--- src/design/vsl_pkg.sv ---
package vsl_pkg;

    // register subaddresses on the serial control bus
    localparam logic [7:0] SYNC_CTRL_ADDR = 8'h08;
    localparam logic [7:0] LUMA_CTRL_ADDR = 8'h09;

    // reset values, chosen to match the usual operating setup
    localparam logic [7:0] SYNC_CTRL_RESET = 8'hD8;
    localparam logic [7:0] LUMA_CTRL_RESET = 8'h40;

    // sync control field positions
    localparam int AUTO_FIELD_BIT = 7;
    localparam int RATE_SEL_BIT = 6;
    localparam int FORCE_TOGGLE_BIT = 5;
    localparam int TCONST_LSB = 3;
    localparam int LOOP_OPEN_BIT = 2;
    localparam int NOISE_MODE_LSB = 0;

    // luma control field positions
    localparam int BYPASS_BIT = 7;
    localparam int COMB_BIT = 6;
    localparam int EXTRA_DELAY_BIT = 5;
    localparam int REMOD_BW_BIT = 4;
    localparam int SHARP_LSB = 0;

    // extra line delay in lines per standard
    localparam logic [1:0] EXTRA_LINES_NTSC = 2'h1;
    localparam logic [1:0] EXTRA_LINES_PAL = 2'h2;

    // sharpness codes
    localparam logic [3:0] SHARP_PLAIN = 4'h0;
    localparam logic [3:0] SHARP_NOTCH_FIRST = 4'hD;

    typedef enum logic [1:0]
    {
        VSL_TC_TV = 2'b00,
        VSL_TC_VTR = 2'b01,
        VSL_TC_RSVD = 2'b10,
        VSL_TC_FAST = 2'b11
    } vsl_tconst_t;

    typedef enum logic [1:0]
    {
        VSL_VNR_NORMAL = 2'b00,
        VSL_VNR_FAST = 2'b01,
        VSL_VNR_FREE = 2'b10,
        VSL_VNR_BYPASS = 2'b11
    } vsl_vnr_t;

    typedef enum logic [1:0]
    {
        VSL_LF_TRAP = 2'b00,
        VSL_LF_COMB = 2'b01,
        VSL_LF_BYPASS = 2'b10
    } vsl_lfilt_t;

    // decoded controls delivered to the video path
    typedef struct packed
    {
        logic field_60hz;
        logic field_auto;
        logic toggle_forced;
        vsl_tconst_t tconst;
        logic tconst_reserved;
        logic hloop_open;
        vsl_vnr_t vnr;
        vsl_lfilt_t luma_filter;
        logic [1:0] extra_lines;
        logic wide_notch;
        logic sharp_plain;
        logic sharp_enhance;
        logic sharp_lowpass;
        logic [2:0] sharp_step;
        logic [1:0] notch_sel;
    } vsl_ctrl_t;

    typedef struct packed
    {
        logic [7:0] sync_ctrl;
        logic [7:0] luma_ctrl;
        logic [7:0] rdata;
        logic odd_even;
        vsl_ctrl_t ctrl;
    } vsl_state_t;

endpackage : vsl_pkg

--- src/design/vsl_regs.sv ---
// Behaviour
// - auto field detect set: device picks field rate; cleared: manual select rules
// - manual select used only when auto is off; 0 is 50 Hz/625, 1 is 60 Hz/525
// - toggle bit clear: odd/even toggles for interlaced only; set: every field
// - time constant: 00 TV, 01 VTR, 11 fast lock, 10 reserved
// - loop open bit 0 closes the horizontal loop; 1 holds frequency fixed
// - noise mode: 00 normal, 01 fast, 10 free running, 11 bypass
// - bypass bit 0 keeps trap or comb active; 1 bypasses filtering
// - with bypass clear, comb bit 1 uses adaptive comb, 0 uses trap
// - extra delay bit adds one line for NTSC, two for PAL
// - bandwidth bit 0 narrow notch, 1 wider notch
// - sharpness 0000 plain; 0001..0111 enhancement boost falling 8.0 to 1.6 dB
// - sharpness 1000..1111 narrower low-pass; top three codes add notches
`timescale 1ns/1ps
`default_nettype none

module vsl_regs
(
    // clock, reset, enable
    input wire logic CLK,
    input wire logic SYS_RST,
    input wire logic CLK_EN,
    // register port from the serial bus controller
    input wire logic [7:0] REG_ADDR,
    input wire logic REG_WR,
    input wire logic [7:0] REG_WDATA,
    input wire logic REG_RD,
    output logic [7:0] REG_RDATA,
    // video status from the decoder core
    input wire logic DET_60HZ,
    input wire logic SRC_INTERLACED,
    input wire logic FIELD_START,
    // decoded controls and field flag
    output vsl_pkg::vsl_ctrl_t CTRL,
    output logic ODD_EVEN
);

    vsl_pkg::vsl_state_t st;
    vsl_pkg::vsl_state_t next_st;

    always_comb
    begin
        logic [7:0] s;
        logic [7:0] l;
        logic [3:0] sharp;
        s = st.sync_ctrl;
        l = st.luma_ctrl;
        sharp = l[vsl_pkg::SHARP_LSB +: 4];
        next_st = st;
        if (REG_WR && REG_ADDR == vsl_pkg::SYNC_CTRL_ADDR)
        begin
            next_st.sync_ctrl = REG_WDATA;
        end
        if (REG_WR && REG_ADDR == vsl_pkg::LUMA_CTRL_ADDR)
        begin
            next_st.luma_ctrl = REG_WDATA;
        end
        // unmapped subaddresses read back as zero
        if (REG_RD)
        begin
            case (REG_ADDR)
                vsl_pkg::SYNC_CTRL_ADDR: next_st.rdata = st.sync_ctrl;
                vsl_pkg::LUMA_CTRL_ADDR: next_st.rdata = st.luma_ctrl;
                default: next_st.rdata = 8'h00;
            endcase
        end
        // controls decode from the stored value, so a write lands one clock later
        next_st.ctrl.field_auto = s[vsl_pkg::AUTO_FIELD_BIT];
        if (s[vsl_pkg::AUTO_FIELD_BIT])
        begin
            next_st.ctrl.field_60hz = DET_60HZ;
        end
        else
        begin
            next_st.ctrl.field_60hz = s[vsl_pkg::RATE_SEL_BIT];
        end
        next_st.ctrl.toggle_forced = s[vsl_pkg::FORCE_TOGGLE_BIT];
        next_st.ctrl.tconst = vsl_pkg::vsl_tconst_t'(s[vsl_pkg::TCONST_LSB +: 2]);
        // reserved code passed through but flagged; the core may treat it as it likes
        case (s[vsl_pkg::TCONST_LSB +: 2])
            2'h2:
            begin
                next_st.ctrl.tconst_reserved = 1'b1;
            end
            default:
            begin
                next_st.ctrl.tconst_reserved = 1'b0;
            end
        endcase
        next_st.ctrl.hloop_open = s[vsl_pkg::LOOP_OPEN_BIT];
        next_st.ctrl.vnr = vsl_pkg::vsl_vnr_t'(s[vsl_pkg::NOISE_MODE_LSB +: 2]);
        if (l[vsl_pkg::BYPASS_BIT])
        begin
            next_st.ctrl.luma_filter = vsl_pkg::VSL_LF_BYPASS;
        end
        else if (l[vsl_pkg::COMB_BIT])
        begin
            next_st.ctrl.luma_filter = vsl_pkg::VSL_LF_COMB;
        end
        else
        begin
            next_st.ctrl.luma_filter = vsl_pkg::VSL_LF_TRAP;
        end
        if (!l[vsl_pkg::EXTRA_DELAY_BIT])
        begin
            next_st.ctrl.extra_lines = 2'h0;
        end
        else
        begin
            next_st.ctrl.extra_lines = next_st.ctrl.field_60hz ? vsl_pkg::EXTRA_LINES_NTSC
                                                               : vsl_pkg::EXTRA_LINES_PAL;
        end
        next_st.ctrl.wide_notch = l[vsl_pkg::REMOD_BW_BIT];
        next_st.ctrl.sharp_plain = (sharp == vsl_pkg::SHARP_PLAIN);
        next_st.ctrl.sharp_enhance = !sharp[3] && (sharp[2:0] != 3'h0);
        next_st.ctrl.sharp_lowpass = sharp[3];
        next_st.ctrl.sharp_step = sharp[2:0];
        // notch select: 0 none, 1 at 3.4, 2 at 3.0, 3 at 2.5 MHz
        if (sharp >= vsl_pkg::SHARP_NOTCH_FIRST)
        begin
            next_st.ctrl.notch_sel = 2'(sharp - vsl_pkg::SHARP_NOTCH_FIRST + 4'h1);
        end
        else
        begin
            next_st.ctrl.notch_sel = 2'h0;
        end
        if (FIELD_START && (SRC_INTERLACED || s[vsl_pkg::FORCE_TOGGLE_BIT]))
        begin
            next_st.odd_even = !st.odd_even;
        end
    end

    always_ff @(posedge CLK)
    begin
        if (SYS_RST)
        begin
            st <= '0;
            st.sync_ctrl <= vsl_pkg::SYNC_CTRL_RESET;
            st.luma_ctrl <= vsl_pkg::LUMA_CTRL_RESET;
        end
        else if (CLK_EN)
        begin
            st <= next_st;
        end
    end

    assign REG_RDATA = st.rdata;
    assign CTRL = st.ctrl;
    assign ODD_EVEN = st.odd_even;

endmodule : vsl_regs

`default_nettype wire

--- config.mk ---
export PLATFORM = sky130hd
export DESIGN_NAME = vsl_regs
export DESIGN_NICKNAME = d
export VERILOG_FILES = /design/src/design/vsl_pkg.sv /design/src/design/vsl_regs.sv
export SDC_FILE = /design/constraint.sdc
export NUM_CORES = 1
export LEC_CHECK = 0
export ABC_AREA = 1
export BUFFER_PORTS_ARGS = -buffer_cell sky130_fd_sc_hd__buf_2
export CORE_ASPECT_RATIO = 1.1
export CORE_UTILIZATION = 55
export CTS_CLUSTER_SIZE = 12
export DETAILED_ROUTE_END_ITERATION = 12
export GPL_TIMING_DRIVEN = 1
export PLACE_DENSITY = 0.89
export SYNTH_ARGS = -nofsm -noshare
export SYNTH_HDL_FRONTEND = slang
export SYNTH_SLANG_ARGS = --single-unit
export TNS_END_PERCENT = 50
--- constraint.sdc ---
create_clock -name CLK -period 2.1 [get_ports CLK]
set_input_delay 0.21 -clock CLK [delete_from_list [all_inputs] [get_ports CLK]]
set_output_delay 0.21 -clock CLK [all_outputs]
set_load 0.02 [all_outputs]
==> run metrics <==
reg-to-reg endpoint=CTRL[9]; fin nets=364; H-tree depth=2; register-to-register setup slack=~1.1 ns; Worst EP arrival=1.36 ns; max frequency=884 MHz; Leak Pwr=1.21 nW; CTS buffer count=5; Filler cells=364; Layout Skew=0.00744 ns; Setup Viol. Count Final=0; CTS Buffer Depth=2; initial antenna violation count=0; Tot GR Track Use=0.234; hold path depth=3; Synth cell types=24; Least-Margin Pin Slew=0.668 ns; Peak VDD IR=around 390 uV; delay-heaviest family, CP=buffers and inverters; DP Area=between 2000 and 2500 um2; Mapped Area=2240 um2; P&R area growth vs syn=6.14%; post-synthesis sequential area ratio=0.420; worst path bufs/invs=2; final hold violation count=0; Slew Limit Headroom=0.554; most frequent cell after synthesis=nand2_1; power consumption=about 1.7 mW; CP max stage delay=0.55 ns; proportion of layout cells with a drive suffix above 1=0.220; Starting DRT DRC Count=94; IO buf count=between 50 and 60; worst path cell trace=buf_2, inv_1, o21ai_0, a21oi_1; fin area=2380 um2; Final min period=1.13 ns; DRC=0; vias in the first global route=1689; Hold Crit Start=REG_WDATA[4]; syn avg cell area=7.01 um2; reg-to-reg startpoint=next_st[20]; worst hold path class=input port to flip-flop; Gates resized, CTS repair=0; first-pass GRT wire length=between 7 and 8 mm; Most used DFF post-synth=dfxtp_1; fraction of registers with async set/reset=0; fin crit share=0.539; post-synthesis register bit count=47; top post-synthesis cells by area=dfxtp_1 42%, buf_4 11%, nand2_1 11%; Worst Reg-to-Reg Cells=3; CTS sink cnt=47; Endpoint, Worst Hold=next_st[18]; EDFF count, synth=0; placer congestion estimate=0.842; die width=62.9 um; Hold Buf Count CTS=0; total gr overflow=0; Synth Instances=320; Pwr Density=694 nW/um2; dpl ws=0.667 ns; top cell type's share of synthesized area=0.420; Slew Limit Fails=0; Post-DP HPWL=3.22 mm; DIE AREA=between 4000 and 5000 um2; chip height=69.0 um; final WL=4.50 mm; Crit Path Category=input port to flip-flop; Mapped Nets=roughly 340; slowest cell on the critical path=inv_1; initial core utilization=0.595; clock root cell=clkbuf_8; Max Cap Violations=0; ANT cells=0; Req. time, crit path=2.33 ns; post-route setup slack=a little under 1 ns; Synth area leader=dfxtp_1; CTS tree=built; Fin Setup TNS=0 ns; IO Pins=55; FP Rows=23; routed length per instance=11.5 um; clk slew on worst S/H paths=0.09 ns; CORE AREA=3770 um2; Critical Path Start Type=input port; TritonRoute pass-1 iters=4; remaining antenna violation count=0; Synth top cells by count=63 x nand2_1, 50 x nor2_1, 47 x dfxtp_1; Yosys Warn Count=0; average vias per placed instance=4.94; RSZ-0062 raised after global routing=no; Post-CTS Setup Repair Bufs=0; largest net degree at the start of global routing=27; Clock Latency Late Sink=0.31 ns; crit-path max FO=26; vias post-DR=1930; outcome=completed; crit end category=flip-flop
-- layout make-up --
type | instances | area, um2 | share of cell area
Inverter | 38 | 143 | 0.0599
Clock buffer | 6 | 72.6 | 0.0305
Multi-Input combinational cell | 194 | 878 | 0.369
Tap cell | 50 | 62.6 | 0.0263
Clock inverter | 2 | 12.5 | 0.00526
Sequential cell | 47 | 941 | 0.395
Timing Repair Buffer | 54 | 270 | 0.114
-- cells in the final DEF (no fill, tap or decap), drive strengths merged --
master	synthesis	final
o21bai	1	1
or2	1	1
clkinv	1	2
nand3b	3	3
nor3	2	2
a21oi	15	15
buf	37	54
xor2	1	1
a211oi	1	1
clkinvlp	0	1
dfxtp	47	47
nand4	1	1
nand3	34	34
inv	37	37
nand2	67	67
o31ai	1	1
clkbuf	4	6
nor2	56	56
o21ai	11	11
-- sequential cells by signal (all words and copies together), names as in the netlist --
name,cells
next_st,12
st,4
REG_RDATA,8
CTRL,22
ODD_EVEN,1
-- power breakdown --
group          switching [mW]  internal [mW]
Clock                   0.304          0.233
Combinational           0.122         0.0634
Sequential             0.0125          0.917
-- worst register-to-register path, stage by stage (launching register included) --
cell and delay, ns:
dfxtp_1 0.42, o21ai_0 0.14, or2_1 0.27, a21oi_1 0.14
-- worst max-delay path by stage --
stage,slack (ns),to,startpoint,depth (start not counted)
3_5_place_dp,0.67,CTRL[9],SYS_RST,4
4_1_cts,0.97,CTRL[9],SYS_RST,4
3_3_place_gp,0.70,next_st[18],CLK_EN,7
2_1_floorplan,1.13,next_st[19],REG_ADDR[7],7
5_1_grt,0.80,next_st[17],CLK_EN,7
6_report,0.97,CTRL[9],SYS_RST,4
-- cell families after synthesis --
logic type | count (synthesis) | share of synthesized area
flops | 47 | 0.420
simple gates | 164 | 0.320
buf+inv | 79 | 0.189
compound gates | 29 | 0.0681
xor+xnor | 1 | 0.00391
-- routing by layer --
metal	track usage	wire [um]
met5	0	0
met4	0.108	85
met3	0.0592	311
met2	0.394	2080
met1	0.284	2030
-- per-stage QoR --
step | std cells | util | hold WS (ns)
2_1_floorplan | 320 | - | 0.323
4_1_cts | 391 | 0.631 | 0.107
3_3_place_gp | 383 | 0.609 | 0.433
3_5_place_dp | 383 | 0.609 | 0.431
6_report | 391 | 0.631 | 0.117
5_1_grt | 391 | 0.631 | 0.112
(Power assumes the default switching activity.)
